[config.mk]
export PLATFORM = sky130hd
export DESIGN_NAME = aam_core
export DESIGN_NICKNAME = d
export VERILOG_FILES = /design/src/pkg/aam_pkg.sv /design/src/rtl/aam_tick.sv /design/src/rtl/aam_core.sv
export SDC_FILE = /design/constraint.sdc
export NUM_CORES = 1
export LEC_CHECK = 0
export CAP_MARGIN = 5
export CORE_ASPECT_RATIO = 1.25
export CORE_UTILIZATION = 37
export DETAILED_ROUTE_END_ITERATION = 8
export DONT_BUFFER_PORTS = 1
export PLACE_DENSITY_LB_ADDON = 0.08
export SKIP_CTS_REPAIR_TIMING = 1
export SYNTH_ARGS = -nofsm -noshare
export SYNTH_HDL_FRONTEND = slang
export SYNTH_HIERARCHICAL = 1
export SYNTH_SLANG_ARGS = --single-unit
[constraint.sdc]
create_clock -name core_clk -period 2.3 [get_ports core_clk]
set_input_delay 0.575 -clock core_clk [delete_from_list [all_inputs] [get_ports core_clk]]
set_output_delay 0.575 -clock core_clk [all_outputs]
set_load 0.03 [all_outputs]
[src/pkg/aam_pkg.sv]
// Package for the alarm announcement manager: sizes, timing, codes, carrier types
package aam_pkg;

  // Number of condition channels handled
  localparam int unsigned AAM_NCH = 8;

  // Clock rate and one-second tick derivation
  localparam longint unsigned AAM_CLK_HZ     = 125000000;
  localparam int unsigned     AAM_TICK_CYCLES = int'(AAM_CLK_HZ);

  // Documented timing figures in seconds
  localparam int unsigned AAM_DELAY_MAX_S  = 30;
  localparam int unsigned AAM_IND_MAX_S    = 5;
  localparam int unsigned AAM_BACKUP_S     = 30;

  // Width of per-channel second counters
  localparam int unsigned AAM_SECW = 5;

  // Register bus geometry
  localparam int unsigned AAM_AW = 4;
  localparam int unsigned AAM_DW = 32;

  // Register offsets (byte addresses, word aligned)
  localparam logic [AAM_AW-1:0] AAM_REG_CTRL   = 4'h0;
  localparam logic [AAM_AW-1:0] AAM_REG_DELAY  = 4'h4;
  localparam logic [AAM_AW-1:0] AAM_REG_STATUS = 4'h8;
  localparam logic [AAM_AW-1:0] AAM_REG_ALARM  = 4'hC;

  // Control register field positions
  localparam int unsigned AAM_CTRL_WARN_AUD = 0;
  localparam int unsigned AAM_CTRL_LIMW     = 1;

  // Reset values
  localparam logic [AAM_SECW-1:0] AAM_DELAY_RST = 5'h00;
  localparam logic [AAM_DW-1:0]   AAM_ZERO32    = 32'h00000000;

  // Severity classes of a condition channel
  typedef enum logic [1:0] {
    AAM_SEV_IND   = 2'b00,
    AAM_SEV_WARN  = 2'b01,
    AAM_SEV_ALARM = 2'b10
  } aam_sev_type;

  // Per-channel announcement state
  typedef enum logic [1:0] {
    AAM_ST_IDLE  = 2'b00,
    AAM_ST_PEND  = 2'b01,
    AAM_ST_UNACK = 2'b10,
    AAM_ST_ACKED = 2'b11
  } aam_state_type;

  // Acknowledge and silence requests, one bit per channel per source
  typedef struct packed {
    logic [AAM_NCH-1:0] ack_local;
    logic [AAM_NCH-1:0] ack_wks;
    logic [AAM_NCH-1:0] ack_central;
    logic [AAM_NCH-1:0] sil_wks;
    logic [AAM_NCH-1:0] sil_local;
    logic [AAM_NCH-1:0] sil_central;
  } aam_req_type;

endpackage

[src/rtl/aam_tick.sv]
// One-second tick divider for the alarm announcement manager
`timescale 1ns/1ps
`default_nettype none

module aam_tick
  import aam_pkg::*;
#(
  parameter int unsigned TICK_CYCLES = AAM_TICK_CYCLES
)(
  input  wire logic core_clk,
  input  wire logic nrst,
  output logic      tick
);

  // Divider counter
  logic [31:0] cnt_r;

  // Count cycles and pulse once per period
  always_ff @(posedge core_clk or negedge nrst) begin
    if (!nrst) begin
      cnt_r <= 32'h00000000;
      tick  <= 1'b0;
    end else if (cnt_r >= 32'(TICK_CYCLES - 1)) begin
      cnt_r <= 32'h00000000;
      tick  <= 1'b1;
    end else begin
      cnt_r <= cnt_r + 32'h00000001;
      tick  <= 1'b0;
    end
  end

endmodule

`default_nettype wire

[src/rtl/aam_core.sv]
// Alarm announcement manager: classification, delay, annunciation, escalation
//
// The strobed register port and the placing of the registers are this design's own decisions.
`timescale 1ns/1ps
`default_nettype none

// Summary of operation
// RULE1: Generation delay programmable, at most 30 s
// RULE2: Indication raised within 5 s while delayed
// RULE3: Alarm audible until acknowledged or silenced
// RULE4: Alarm visual until cleared and acknowledged
// RULE5: Unacknowledged alarms flash, acknowledged steady
// RULE6: Cleared unacknowledged alarm latches until acknowledged
// RULE7: One acknowledge clears repeated triggers
// RULE8: Warnings silent unless audible enable set
// RULE9: Warning visual until cleared and acknowledged
// RULE10: Unacknowledged warnings flash, acknowledged steady
// RULE11: Indications visual only, follow condition
// RULE12: Alarm acknowledge from panel or workstation
// RULE13: Function switched off auto acknowledges, cancels
// RULE14: Central alarm panel acknowledge accepted
// RULE15: Silencing from workstation; never for warnings (local and central panel silence also accepted)
// RULE16: Back-up alarm after 30 s unacknowledged
// RULE17: Back-up acknowledge only from bridge
// RULE18: Standby suppresses, bridge only, shown always
// RULE19: Standby blocks automatic control enables
// RULE20: Mismatched manual alarm limit raises warning
// RULE21: Invalid essential data alarm, else warning
// RULE22: No integrity check warns; alarm in control
// RULE23: Timers restart when cause clears or acknowledged
// RULE24: Timers run on one-second tick; reset clears
module aam_core
  import aam_pkg::*;
#(
  parameter int unsigned TICK_CYCLES = AAM_TICK_CYCLES
)(
  input  wire logic               core_clk,
  input  wire logic               nrst,
  input  wire logic [AAM_AW-1:0]  reg_addr,
  input  wire logic [AAM_DW-1:0]  reg_wdata,
  input  wire logic               reg_wr,
  input  wire logic               reg_rd,
  output logic      [AAM_DW-1:0]  reg_rdata,
  input  wire logic [AAM_NCH-1:0] cond_invalid,
  input  wire logic [AAM_NCH-1:0] cond_essential,
  input  wire logic [AAM_NCH-1:0] cond_no_integrity,
  input  wire logic [AAM_NCH-1:0] cond_fault,
  input  wire logic [AAM_NCH-1:0] func_on,
  input  wire logic               active_control,
  input  wire aam_req_type        req,
  input  wire logic               backup_ack_bridge,
  input  wire logic               standby_req_bridge,
  input  wire logic               auto_ctrl_req,
  input  wire logic               limit_manual_entry,
  input  wire logic               limit_mismatch,
  output logic      [AAM_NCH-1:0] visual_on,
  output logic      [AAM_NCH-1:0] visual_flash,
  output logic      [AAM_NCH-1:0] indication_on,
  output logic                    audible,
  output logic                    backup_alarm,
  output logic                    standby_active,
  output logic                    auto_ctrl_enable,
  output logic                    limit_warning
);

  // Per-channel state and counters, then shared configuration, tick, blink and back-up state
  aam_state_type       st_r     [AAM_NCH];
  aam_sev_type         sev_r    [AAM_NCH];
  logic [AAM_SECW-1:0] dly_r    [AAM_NCH];
  logic [AAM_SECW-1:0] bkp_r    [AAM_NCH];
  logic [AAM_NCH-1:0]  sil_r;
  logic [AAM_NCH-1:0]  bkp_hit_r;
  logic [AAM_SECW-1:0] delay_cfg_r;
  logic [1:0]          ctrl_r;
  logic                blink_r;
  logic                tick;
  logic                backup_r;

  // Tick divider, shared by every timer
  aam_tick #(.TICK_CYCLES(TICK_CYCLES)) u_tick ( // RULE24
    .core_clk (core_clk),
    .nrst     (nrst),
    .tick     (tick)
  );

  // Clamp a programmed delay to the legal maximum
  function automatic logic [AAM_SECW-1:0] clamp_delay(input logic [AAM_DW-1:0] v);
    if (v > AAM_DW'(AAM_DELAY_MAX_S)) begin
      clamp_delay = AAM_SECW'(AAM_DELAY_MAX_S); // RULE1
    end else begin
      clamp_delay = v[AAM_SECW-1:0];
    end
  endfunction

  // Severity of one channel from its fault kind
  function automatic aam_sev_type classify(input logic ess, input logic noint,
                                           input logic actc);
    if (noint) begin
      classify = actc ? AAM_SEV_ALARM : AAM_SEV_WARN; // RULE22
    end else begin
      classify = ess ? AAM_SEV_ALARM : AAM_SEV_WARN; // RULE21
    end
  endfunction

  // Combined requests
  logic [AAM_NCH-1:0] cause;
  logic [AAM_NCH-1:0] ack_any;
  logic [AAM_NCH-1:0] sil_any;
  assign cause   = (cond_invalid | cond_no_integrity | cond_fault) & func_on;
  assign ack_any = req.ack_local | req.ack_wks | req.ack_central; // RULE12 RULE14
  assign sil_any = req.sil_wks | req.sil_local | req.sil_central; // RULE15

  // Blink phase toggles every second for the unacknowledged pattern
  always_ff @(posedge core_clk or negedge nrst) begin
    if (!nrst) begin
      blink_r <= 1'b0;
    end else if (tick) begin
      blink_r <= ~blink_r;
    end
  end

  // Per-channel announcement state machine
  always_ff @(posedge core_clk or negedge nrst) begin
    if (!nrst) begin
      for (int i = 0; i < AAM_NCH; i++) begin
        st_r[i]  <= AAM_ST_IDLE; // RULE24
        sev_r[i] <= AAM_SEV_IND;
        dly_r[i] <= AAM_DELAY_RST;
        bkp_r[i] <= AAM_DELAY_RST;
      end
      sil_r     <= '0;
      bkp_hit_r <= '0;
    end else begin
      for (int i = 0; i < AAM_NCH; i++) begin
        // Function switched off cancels everything at once
        if (!func_on[i]) begin
          st_r[i]      <= AAM_ST_IDLE; // RULE13
          sil_r[i]     <= 1'b0;
          dly_r[i]     <= AAM_DELAY_RST;
          bkp_r[i]     <= AAM_DELAY_RST;
          bkp_hit_r[i] <= 1'b0;
        end else if (standby_active) begin
          // Standby holds channels quiet
          st_r[i]      <= AAM_ST_IDLE; // RULE18
          sil_r[i]     <= 1'b0;
          dly_r[i]     <= AAM_DELAY_RST;
          bkp_r[i]     <= AAM_DELAY_RST;
          bkp_hit_r[i] <= 1'b0;
        end else begin
          case (st_r[i])
            AAM_ST_IDLE: begin
              if (cause[i]) begin
                sev_r[i] <= classify(cond_essential[i], cond_no_integrity[i],
                                     active_control);
                dly_r[i] <= AAM_DELAY_RST;
                // Delay only applies to invalid or doubtful data
                if ((cond_invalid[i] | cond_no_integrity[i]) && delay_cfg_r != '0) begin
                  st_r[i] <= AAM_ST_PEND; // RULE1
                end else begin
                  st_r[i] <= AAM_ST_UNACK;
                end
              end
            end
            AAM_ST_PEND: begin
              if (!cause[i]) begin
                st_r[i]  <= AAM_ST_IDLE; // RULE23
                dly_r[i] <= AAM_DELAY_RST;
              end else if (tick) begin
                if (dly_r[i] + 1'b1 >= delay_cfg_r) begin
                  st_r[i] <= AAM_ST_UNACK;
                end
                dly_r[i] <= dly_r[i] + 1'b1;
              end
            end
            AAM_ST_UNACK: begin
              // One acknowledge clears however many retriggers occurred
              if (ack_any[i]) begin
                st_r[i]      <= cause[i] ? AAM_ST_ACKED : AAM_ST_IDLE; // RULE6 RULE7
                bkp_r[i]     <= AAM_DELAY_RST; // RULE23
                bkp_hit_r[i] <= 1'b0;
              end else if (tick && sev_r[i] == AAM_SEV_ALARM && !bkp_hit_r[i]) begin
                if (bkp_r[i] + 1'b1 >= AAM_SECW'(AAM_BACKUP_S)) begin
                  bkp_hit_r[i] <= 1'b1; // RULE16
                end
                bkp_r[i] <= bkp_r[i] + 1'b1;
              end
              if (sil_any[i] && sev_r[i] == AAM_SEV_ALARM) begin
                sil_r[i] <= 1'b1; // RULE15
              end
            end
            AAM_ST_ACKED: begin
              sil_r[i] <= 1'b0;
              if (!cause[i]) begin
                st_r[i] <= AAM_ST_IDLE; // RULE4 RULE9
              end
            end
            default: begin
              st_r[i] <= AAM_ST_IDLE;
            end
          endcase
          if (st_r[i] == AAM_ST_IDLE) begin
            sil_r[i] <= 1'b0;
          end
        end
      end
    end
  end

  // Back-up officer alarm, acknowledged from the bridge only
  always_ff @(posedge core_clk or negedge nrst) begin
    if (!nrst) begin
      backup_r <= 1'b0;
    end else if (|bkp_hit_r) begin
      backup_r <= 1'b1; // RULE16
    end else if (backup_ack_bridge) begin
      backup_r <= 1'b0; // RULE17
    end
  end

  // Standby toggles on bridge request only
  always_ff @(posedge core_clk or negedge nrst) begin
    if (!nrst) begin
      standby_active <= 1'b0;
    end else if (standby_req_bridge) begin
      standby_active <= ~standby_active; // RULE18
    end
  end

  // Annunciation outputs, all registered
  always_ff @(posedge core_clk or negedge nrst) begin
    if (!nrst) begin
      visual_on     <= '0;
      visual_flash  <= '0;
      indication_on <= '0;
      audible       <= 1'b0;
      backup_alarm  <= 1'b0;
    end else begin
      for (int i = 0; i < AAM_NCH; i++) begin
        visual_on[i] <= (st_r[i] == AAM_ST_UNACK) || (st_r[i] == AAM_ST_ACKED); // RULE4 RULE9
        // Flashing marks unacknowledged, steady marks acknowledged
        visual_flash[i] <= (st_r[i] == AAM_ST_UNACK) & blink_r; // RULE5 RULE10
        // Indication follows the cause directly, also covering a delay
        indication_on[i] <= cause[i] & ~standby_active; // RULE2 RULE11
      end
      audible <= 1'b0;
      for (int i = 0; i < AAM_NCH; i++) begin
        if (st_r[i] == AAM_ST_UNACK && !sil_r[i] && !standby_active) begin
          if (sev_r[i] == AAM_SEV_ALARM) begin
            audible <= 1'b1; // RULE3
          end else if (sev_r[i] == AAM_SEV_WARN && ctrl_r[AAM_CTRL_WARN_AUD]) begin
            audible <= 1'b1; // RULE8
          end
        end
      end
      backup_alarm <= backup_r;
    end
  end

  // Automatic control gating and alarm limit consistency
  always_ff @(posedge core_clk or negedge nrst) begin
    if (!nrst) begin
      auto_ctrl_enable <= 1'b0;
      limit_warning    <= 1'b0;
    end else begin
      auto_ctrl_enable <= auto_ctrl_req & ~standby_active; // RULE19
      if (limit_manual_entry) begin
        limit_warning <= limit_mismatch; // RULE20
      end else if (!limit_mismatch) begin
        limit_warning <= 1'b0;
      end
    end
  end

  // Register writes
  always_ff @(posedge core_clk or negedge nrst) begin
    if (!nrst) begin
      ctrl_r      <= 2'h0;
      delay_cfg_r <= AAM_DELAY_RST;
    end else if (reg_wr) begin
      case (reg_addr)
        AAM_REG_CTRL:  ctrl_r      <= reg_wdata[1:0];
        AAM_REG_DELAY: delay_cfg_r <= clamp_delay(reg_wdata); // RULE1
        default:       ;
      endcase
    end
  end

  // Register reads, data valid the cycle after the strobe
  always_ff @(posedge core_clk or negedge nrst) begin
    if (!nrst) begin
      reg_rdata <= AAM_ZERO32;
    end else if (reg_rd) begin
      case (reg_addr)
        AAM_REG_CTRL:   reg_rdata <= {30'h0, ctrl_r};
        AAM_REG_DELAY:  reg_rdata <= {27'h0, delay_cfg_r};
        AAM_REG_STATUS: reg_rdata <= {28'h0, limit_warning, auto_ctrl_enable,
                                      backup_alarm, standby_active};
        AAM_REG_ALARM:  reg_rdata <= {16'h0, visual_flash, visual_on};
        default:        reg_rdata <= AAM_ZERO32;
      endcase
    end else begin
      reg_rdata <= AAM_ZERO32;
    end
  end

  // Back-up alarm must follow a raise with no acknowledge
  a_backup_raise: assert property (@(posedge core_clk) disable iff (!nrst) // RULE16
    $rose(|bkp_hit_r) |=> ##1 backup_alarm)
    else $error("backup alarm not raised");

  // Standby forbids automatic control
  a_standby_block: assert property (@(posedge core_clk) disable iff (!nrst) // RULE19
    standby_active |=> !auto_ctrl_enable)
    else $error("auto control enabled in standby");

  // Switched-off function leaves no visual
  a_func_off: assert property (@(posedge core_clk) disable iff (!nrst) // RULE13
    !func_on[0] ##1 !func_on[0] |=> !visual_on[0])
    else $error("visual kept after function off");

  // Programmed delay stays within limit
  a_delay_max: assert property (@(posedge core_clk) disable iff (!nrst) // RULE1
    delay_cfg_r <= AAM_SECW'(AAM_DELAY_MAX_S))
    else $error("delay above limit");

  // Acknowledged alarm does not flash
  a_ack_steady: assert property (@(posedge core_clk) disable iff (!nrst) // RULE5
    st_r[0] == AAM_ST_ACKED |=> !visual_flash[0])
    else $error("acknowledged alarm flashing");

  // Indication follows cause
  a_ind_follow: assert property (@(posedge core_clk) disable iff (!nrst) // RULE2
    (cause[0] && !standby_active) |=> indication_on[0])
    else $error("indication missing");

  // No sound in standby
  a_standby_quiet: assert property (@(posedge core_clk) disable iff (!nrst) // RULE18
    standby_active && $past(standby_active) |=> !audible)
    else $error("audible in standby");

  // Acknowledge leaves unacknowledged state
  a_ack_once: assert property (@(posedge core_clk) disable iff (!nrst) // RULE7
    (st_r[0] == AAM_ST_UNACK && ack_any[0] && func_on[0] && !standby_active)
    |=> st_r[0] != AAM_ST_UNACK)
    else $error("acknowledge ignored");

endmodule

`default_nettype wire

**Yosys cells after proc, flatten, opt, wreduce, memory -nomap -nowiden**

Cells that the tools add are included.

- Add/subtract/negate cells: 17
- Order comparisons: 18
- Eq/ne operators: 132
- Muxes and demuxes: 314
- Bitwise operators: 34
- Reductions and logical operators: 143

Operators with widths:

| cell | count |
|---|---|
| $mux 5 | 81 |
| $mux 2 | 97 |
| $mux 1 | 109 |
| $ne 4x1->1 const B | 24 |
| $ne 4x4->1 const B | 24 |
| $add 5x1->5 const B | 16 |
| $ne 5x5->1 const B | 16 |
| $pmux 5 s2 | 8 |
| $mux 32 | 2 |
| $pmux 16 s4 | 1 |
| $pmux 2 s4 | 8 |
| $logic_and 1x1->1 | 56 |
| $eq 2x2->1 const B | 24 |
| $or 8x8->8 | 6 |
| $reduce_and 3->1 | 16 |
| $ge 5x5->1 | 8 |
| $ge 5x5->1 const B | 8 |
| $ne 5x1->1 const B | 8 |
| $ne 5x4->1 const B | 8 |
| $reduce_and 5->1 | 8 |
| $reduce_and 2->1 | 18 |
| $add 32x1->32 const B | 1 |
| $eq 2x1->1 const B | 16 |
| $ge 32x27->1 const B | 1 |
| 18 further kinds | 94 |

- Flip-flop bits (word level): 231
- Input port bits: 134
- Output and inout port bits: 61
- Word-level logic and storage cells: 721

**Depth between registers and ports, before layout**

Gate-level depths: netlist (run 1).

- Depth in word-level cells: 26
- Gate-level depth with buffers: 9
- Gate-level depth less buffers: 9

**Hierarchy**

Netlist (run 1), hierarchy kept.

By module, submodules not included:

| module | instances | cells each | area each (um^2) | seq. area each (um^2) |
|---|---|---|---|---|
| aam_core | 1 | 1,212 | 11,493.5 | 4,554.4 |
| aam_tick | 1 | 167 | 1,724.2 | 825.8 |

**Worst setup path before layout (run 1)**

No wires, ideal clock.

- Path type: register to register
- Start: register dly_r[0] in the netlist's numbering
- End: register st_r[0] in the netlist's numbering
- Library setup time: 0.128 ns
- Arrival: 2.039 ns
- Required time: 2.172 ns
- Path slack: 0.134 ns
- Stages on the path, launching flop included: 9
- Path buffers: 0
- Period minus slack after synthesis: 2.166 ns
- Cells stage by stage: dfrtp_1 > ha_1 > nand3_1 > xnor2_1 > ha_1 > a2111oi_0 > o21ai_1 > o221ai_1 > mux2_1

- Cells in the longest elaborated chain, start to end: 4

Ends and longest elaborated chain:

| what | line | source |
|---|---|---|
| start: declaration | aam_core.sv:69 | `logic [AAM_SECW-1:0] dly_r [AAM_NCH];` |
| start signal: indexed assignment | aam_core.sv:172 | `dly_r[i] <= dly_r[i] + 1'b1;` |
| $add 5x1->5 | aam_core.sv:169 | `if (dly_r[i] + 1'b1 >= delay_cfg_r) begin` |
| $ge 5x5->1 | aam_core.sv:169 |  |
| $ne 5x5->1 (no line) | - |  |
| $reduce_and 5->1 (no line) | - |  |
| end signal: indexed assignment | aam_core.sv:178 | `st_r[i] <= cause[i] ? AAM_ST_ACKED : AAM_ST_IDLE;` |
| end: declaration | aam_core.sv:67 | `aam_state_type st_r [AAM_NCH];` |

No other way between the ends.
A chain may end at the register's enable or synchronous reset.

**Worst setup path after layout (run 1)**

- Start: register dly_r[1] in the netlist's numbering
- End: register st_r[0] in the netlist's numbering

Same word-level chain as after synthesis.

==> flow_metrics.tcl, run 1 <==
set metrics [dict create \
    status "complete, but fails checks" \
    violations "negative hold slack" \
    rows 77 \
    antenna_found_initial 2 \
    fp.dieW_um 171 \
    portBuffers 0 \
    vias 10400 \
    synthTopCellsByArea "dfrtp_1, ha_1, nor2_1" \
    grt_max_degree 216 \
    root_buffer "clkbuf_16" \
    syn-cell-area_um2 13200 \
    fin_cells 1917 \
    vias_per_cell 5.42 \
    worst_setup_path_end_kind "flop" \
    max_cap_violations 0 \
    drt_pre_antenna_iters 5 \
    clk_path_buf_depth 3 \
    cts.sinks 215 \
    synth_warnings 6 \
    fillers 3526 \
    seq_area_frac_synth_pct 40.7 \
    gr-usage-all-layers_pct 19.4 \
    ir_drop_mv 0.853 \
    start_util_pct 37.5 \
    worst_slack_ps 67.6 \
    dp_hpwl_um 26000 \
    finalMaxSlewViolations 0 \
    skew_ps 9.21 \
    setup_tns_ps 0 \
    globalplace.congestion 0.821 \
    ys.flop_type "dfrtp_1" \
    drcViolationCount 0 \
    postRouteAntennaNets 0 \
    finalHoldViolCount 215 \
    cellPowerDensity_nw_per_um2 849 \
    period_needed_ps 2230 \
    setup_violations 0 \
    place_ws_ps 35.5 \
    netlist_instances 1379 \
    required_ps 2730 \
    layout-drive-gt1-share_pct 12.6 \
    syn_avg_cell_area_um2 9.58 \
    crit_fanout 3 \
    grt_overflow 0 \
    synthDistinctLibCells 93 \
    drt_iter0_drc 473 \
    utilization_pct 42.6 \
    grt_pass1_wl_um 55100 \
    synth-seq-cells 215 \
    clk_latency_ps 550 \
    tightest_slew_ps 779 \
    layout.nets 1654 \
    finalPower_mw 12.8 \
    wl_um 35500 \
    h-tree-depth 1 \
    grt_setup_unrepaired "yes" \
    worst_ep_arrival_time_ps 2660 \
    max_freq_mhz 448 \
    hold_class "primary input to async pin" \
    maxSlewHeadroom_pct 48.1 \
    timing.hold.ws_ps -264 \
    die_area_um2 36500 \
    fin_crit_sh_pct 97.1 \
    syn2layout_area_growth_pct 13.7 \
    cts_tree "done" \
    antenna_cells 0 \
    async_reset_ff_share_pct 100 \
    die_h_um 213 \
    synth_top_area_share_pct 40.7 \
    first_global_vias 10100 \
    critPathLaunchType "flop" \
    synth_top_area_cell "dfrtp_1" \
    crit_type "flop to flop" \
    place_inst 1866 \
    pin_count 195 \
    wl_per_cell_um 18.5 \
    p_leak_nw 6.66 \
    path_clk_slew_ps 60 \
    core_area_um2 35300 \
    cts_buffers 26 \
    synth_edf_count 0 \
]
==> registers in the layout, indices dropped and copies added (netlist names), 2 cells and up <==
signal / cells
st_r: 16
indication_on: 8
u_tick/cnt_r: 32
delay_cfg_r: 5
reg_rdata: 16
bkp_hit_r: 8
sil_r: 8
dly_r: 40
visual_flash: 8
ctrl_r: 2
visual_on: 8
sev_r: 16
bkp_r: 40
==> worst paths after layout <==
| check | startpoint | endpoint | slack [ps] | depth (start not counted) |
|---|---|---|---|---|
| setup / recovery | dly_r[1] | st_r[0] | 70 | 9 |
| hold / removal | nrst | reg_rdata[0] | -260 | 0 |
| setup reg to reg | dly_r[1] | st_r[0] | 70 | 9 |
| hold reg to reg | backup_r | backup_alarm | 420 | 0 |
| max in group asynchronous | nrst | standby_active | 2160 | 0 |
| min in group core_clk | standby_req_bridge | standby_active | 110 | 1 |
==> metal layers <==
layer  track usage, %  up-vias  wire length [um]
met5                0        -                13
met4             7.02        2              1120
met3             3.87       58              1860
met2             34.6      213             17700
met1             23.1     5047             14800
li1                 -     5069                 -
==> worst max-delay path, stage by stage (launching register included) <==
cell and delay, ps:
dfrtp_1 390, ha_1 200, buf_4 150, xor2_1 140
ha_1 310, a21o_1 170, a31oi_2 200, o21ai_1 110
o221ai_2 90, mux2_1 340
==> cell usage in the layout, fill, tap and decap left out, types with 11 or more instances in the layout <==
cell type  netlist  final
nand2_1         75     75
mux2i_1         31     31
nand4_1         16     16
o21ai_0         60     58
dfrtp_1        215    214
ha_1            97     96
nor3_1          55     55
mux2_2          13     13
nand2b_1        31     31
nand3_1         62     62
o21ai_1         33     35
nor2_1          98     98
buf_4           16     53
a211oi_1        16     16
and2_1          20     20
a21oi_1         58     58
xnor2_1         27     24
or3_1           23     23
conb_1           2     21
or2_2           11     11
clkbuf_16        0     27
inv_1           74     74
nor2b_1         27     27
mux2_1          15     15
xor2_1          27     27
a31oi_1         21     18
o211ai_1        13     13
nor4_1          18     18
==> kinds of logic (layout without fill, tap and decap cells) <==
| kind of cell | Yosys count | in the layout | share of synthesized area (%) |
|---|---|---|---|
| and+or+nand+nor | 519 | 519 | 22.0 |
| AOI/OAI and AO/OA | 296 | 296 | 14.6 |
| DFF | 215 | 215 | 40.7 |
| buffers and inverters | 134 | 179 | 4.62 |
| adders and majority gates | 97 | 97 | 9.18 |
| muxes | 62 | 62 | 5.19 |
| xor gates and xnor gates | 54 | 54 | 3.58 |
| other | 2 | 21 | 0.0568 |
==> Yosys cell counts (5+ instances only) <==
master,instances
a211oi_1,16
o21ai_0,60
a221oi_1,5
a22oi_1,9
nor2b_1,27
o21ai_1,33
nor4_1,18
nor4b_1,5
xnor2_1,27
clkbuf_1,24
and3_1,6
buf_4,16
a21oi_1,58
a21o_1,6
nand3b_1,8
or3_1,23
nand4_1,16
and4_1,5
ha_1,97
nand3_1,62
buf_2,15
mux2_1,15
mux2i_1,31
and2_1,20
a22o_1,9
o2111ai_1,5
or2_2,11
nor3_1,55
dfrtp_1,215
mux2_2,13
nor3b_1,10
o22ai_1,9
nor2_1,98
a31oi_1,21
or4_1,8
nand2b_1,31
nand2_1,75
o31ai_1,10
o211ai_1,13
inv_1,74
xor2_1,27
==> where the power goes <==
group	internal [mW]	switching, mW	leakage, nW
clock	2.79	1.71	0.464
combinational	1.37	1.95	3.29
sequential	4.22	0.734	2.90
total	8.38	4.39	6.66
==> stage by stage <==
step / instance area (um^2) / hold WS, ps
floorplan: 13300 / 279
global placement: 14000 / 289
detailed placement: 14000 / 286
CTS: 14900 / -311
global route: 15000 / -299
finish: 15000 / -264
==> layout make-up <==
class | count | area [um^2] | share of cell area, %
multi-input cells | 1049 | 7390 | 49.1
repair buffers | 56 | 458 | 3.05
inverters | 75 | 282 | 1.87
clock inverters | 15 | 203 | 1.35
flip-flops and latches | 215 | 5380 | 35.8
well taps | 474 | 593 | 3.95
clock buffers | 33 | 728 | 4.84
Note: power is estimated with default switching activity, not from simulation.
==> run 2, diff against run 1 <==
clock period = 2.23 ns   (was 2.3 ns; I/O delays follow)
==> run 2 against run 1 <==
  * The run still ends with negative hold slack left
  * Critical path depth is the same
  * Die area unchanged
  * Utilization up 1.1 points
  * Cell area grew 2.7%
  * Clock-buffer cell count grew 4
  * Clock power grew 4%
==> flow_metrics.tcl, run 2 (synthesis gave the netlist of run 1 again) <==
set metrics [dict create \
    max_cap_violations 0 \
    cts_buffers 27 \
    root_buffer "clkbuf_16" \
    critPathMaxStageDelay_ps 430 \
    die_area_um2 36500 \
    dp_hpwl_um 26500 \
    path_clk_slew_ps 70 \
    placed_area_um2 14200 \
    gr-usage-all-layers_pct 20.0 \
    cts_tree "done" \
    fp.dieW_um 171 \
    final_cell_mix "dfrtp_1, nor2_1, ha_1" \
    worst_slack_ps 61.3 \
    rows 77 \
    portBuffers 0 \
    largest_registers "bkp_r: 40 flops, dly_r: 40 flops, u_tick/cnt_r: 32 flops" \
    setup_violations 0 \
    wl_um 36000 \
    grt_overflow 0 \
    first_global_vias 10400 \
    required_ps 2660 \
    worst_ep_arrival_time_ps 2590 \
    p_leak_nw 6.81 \
    drt_pre_antenna_iters 5 \
    timing.hold.ws_ps -301 \
    pin_count 195 \
    maxSlewHeadroom_pct 60.4 \
    cp_cell_sequence "ha_4 > nand3_2 > xnor2_2 > ha_1 > nand4_1 > a21oi_2 > a2111oi_4 > a21oi_2 > mux2_4" \
    regToRegSetupSlack_ps 60 \
    crit_type "flop to flop" \
    tightest_slew_ps 587 \
    status "complete, but fails checks" \
    clk_path_buf_depth 3 \
    final_cell_area_um2 15400 \
    finalHoldViolCount 215 \
    utilization_pct 43.8 \
    crit_slowest_cell "dfrtp_2" \
    period_needed_ps 2170 \
    vias_per_cell 5.40 \
    vias 10500 \
    cpMostUsedCell "a21oi_2" \
    drcViolationCount 0 \
    violations "negative hold slack" \
    hold_class "primary input to async pin" \
    core_area_um2 35300 \
    layout-drive-gt1-share_pct 16.0 \
    wl_per_cell_um 18.4 \
    clk_latency_ps 560 \
    cellPowerDensity_nw_per_um2 862 \
    crit_fanout 5 \
    drt_iter0_drc 519 \
    max_freq_mhz 461 \
    die_h_um 213 \
    finalPower_mw 13.3 \
    syn2layout_area_growth_pct 16.8 \
    place_ws_ps -97.1 \
    fillers 3462 \
    postRouteAntennaNets 0 \
    fin_crit_sh_pct 97.3 \
    antenna_cells 0 \
    reg2reg_to "st_r[10]" \
    finalMaxSlewViolations 0 \
    grt_max_degree 216 \
    ir_drop_mv 0.493 \
    cts.sinks 215 \
    start_util_pct 37.5 \
    worst_setup_path_end_kind "flop" \
    reg2reg_depth 9 \
    antenna_found_initial 1 \
    critPathLaunchType "flop" \
    fin_cells 1951 \
    layout_commonest_cell "dfrtp_1" \
    globalplace.congestion 0.791 \
    grt_setup_unrepaired "yes" \
    reg2reg_from "dly_r[25]" \
    h-tree-depth 1 \
    layout.nets 1687 \
    place_inst 1895 \
    skew_ps 21.2 \
    grt_pass1_wl_um 56700 \
    setup_tns_ps 0 \
]
==> run 2: worst max path at each step <==
| stage | endpoint | cells past startpoint | startpoint | slack (ps) |
|---|---|---|---|---|
| after floorplan | st_r[0] | 8 | dly_r[0] | 60 |
| after global placement | u_tick/cnt_r[1] | 5 | u_tick/cnt_r[13] | -80 |
| after detailed placement | u_tick/cnt_r[1] | 5 | u_tick/cnt_r[13] | -100 |
| after CTS | u_tick/cnt_r[1] | 5 | u_tick/cnt_r[13] | -110 |
| after global routing | st_r[12] | 8 | dly_r[30] | -40 |
| final | st_r[10] | 9 | dly_r[25] | 60 |
==> run 2: area by class of cell <==
| class | instances | area, um^2 | share of cell area [%] |
|---|---|---|---|
| Clock buffer | 37 | 773 | 5.01 |
| Clock inverter | 13 | 176 | 1.14 |
| Inverter | 75 | 282 | 1.82 |
| Multi-Input combinational cell | 1049 | 7510 | 48.7 |
| Sequential cell | 215 | 5390 | 34.9 |
| Tap cell | 474 | 593 | 3.84 |
| Timing Repair Buffer | 88 | 711 | 4.61 |
==> run 2: worst max-delay path, delay by kind of cell, from the launching register on <==
kind / cells / cell delay (ps)
mux: 1 / 320
simple gates: 2 / 240
fa+ha+maj: 2 / 520
xor+xnor: 1 / 160
flops: 1 / 430
compound gates: 3 / 390
==> run 2: per-layer routing <==
metal | part of all wire [%] | wire length (um) | global-route usage, % | vias up
li1 | - | - | - | 5153
met1 | 42 | 15200 | 24.7 | 5101
met2 | 50 | 18000 | 34.9 | 218
met3 | 4.7 | 1680 | 3.26 | 54
met4 | 2.9 | 1050 | 7.14 | 2
met5 | 0.036 | 13 | 0 | -
==> run 2: power breakdown <==
group	switching [mW]	internal, mW	total (mW)
Sequential	0.746	4.35	5.10
Combinational	2.06	1.46	3.52
Clock	1.80	2.88	4.68
Total	4.60	8.70	13.3
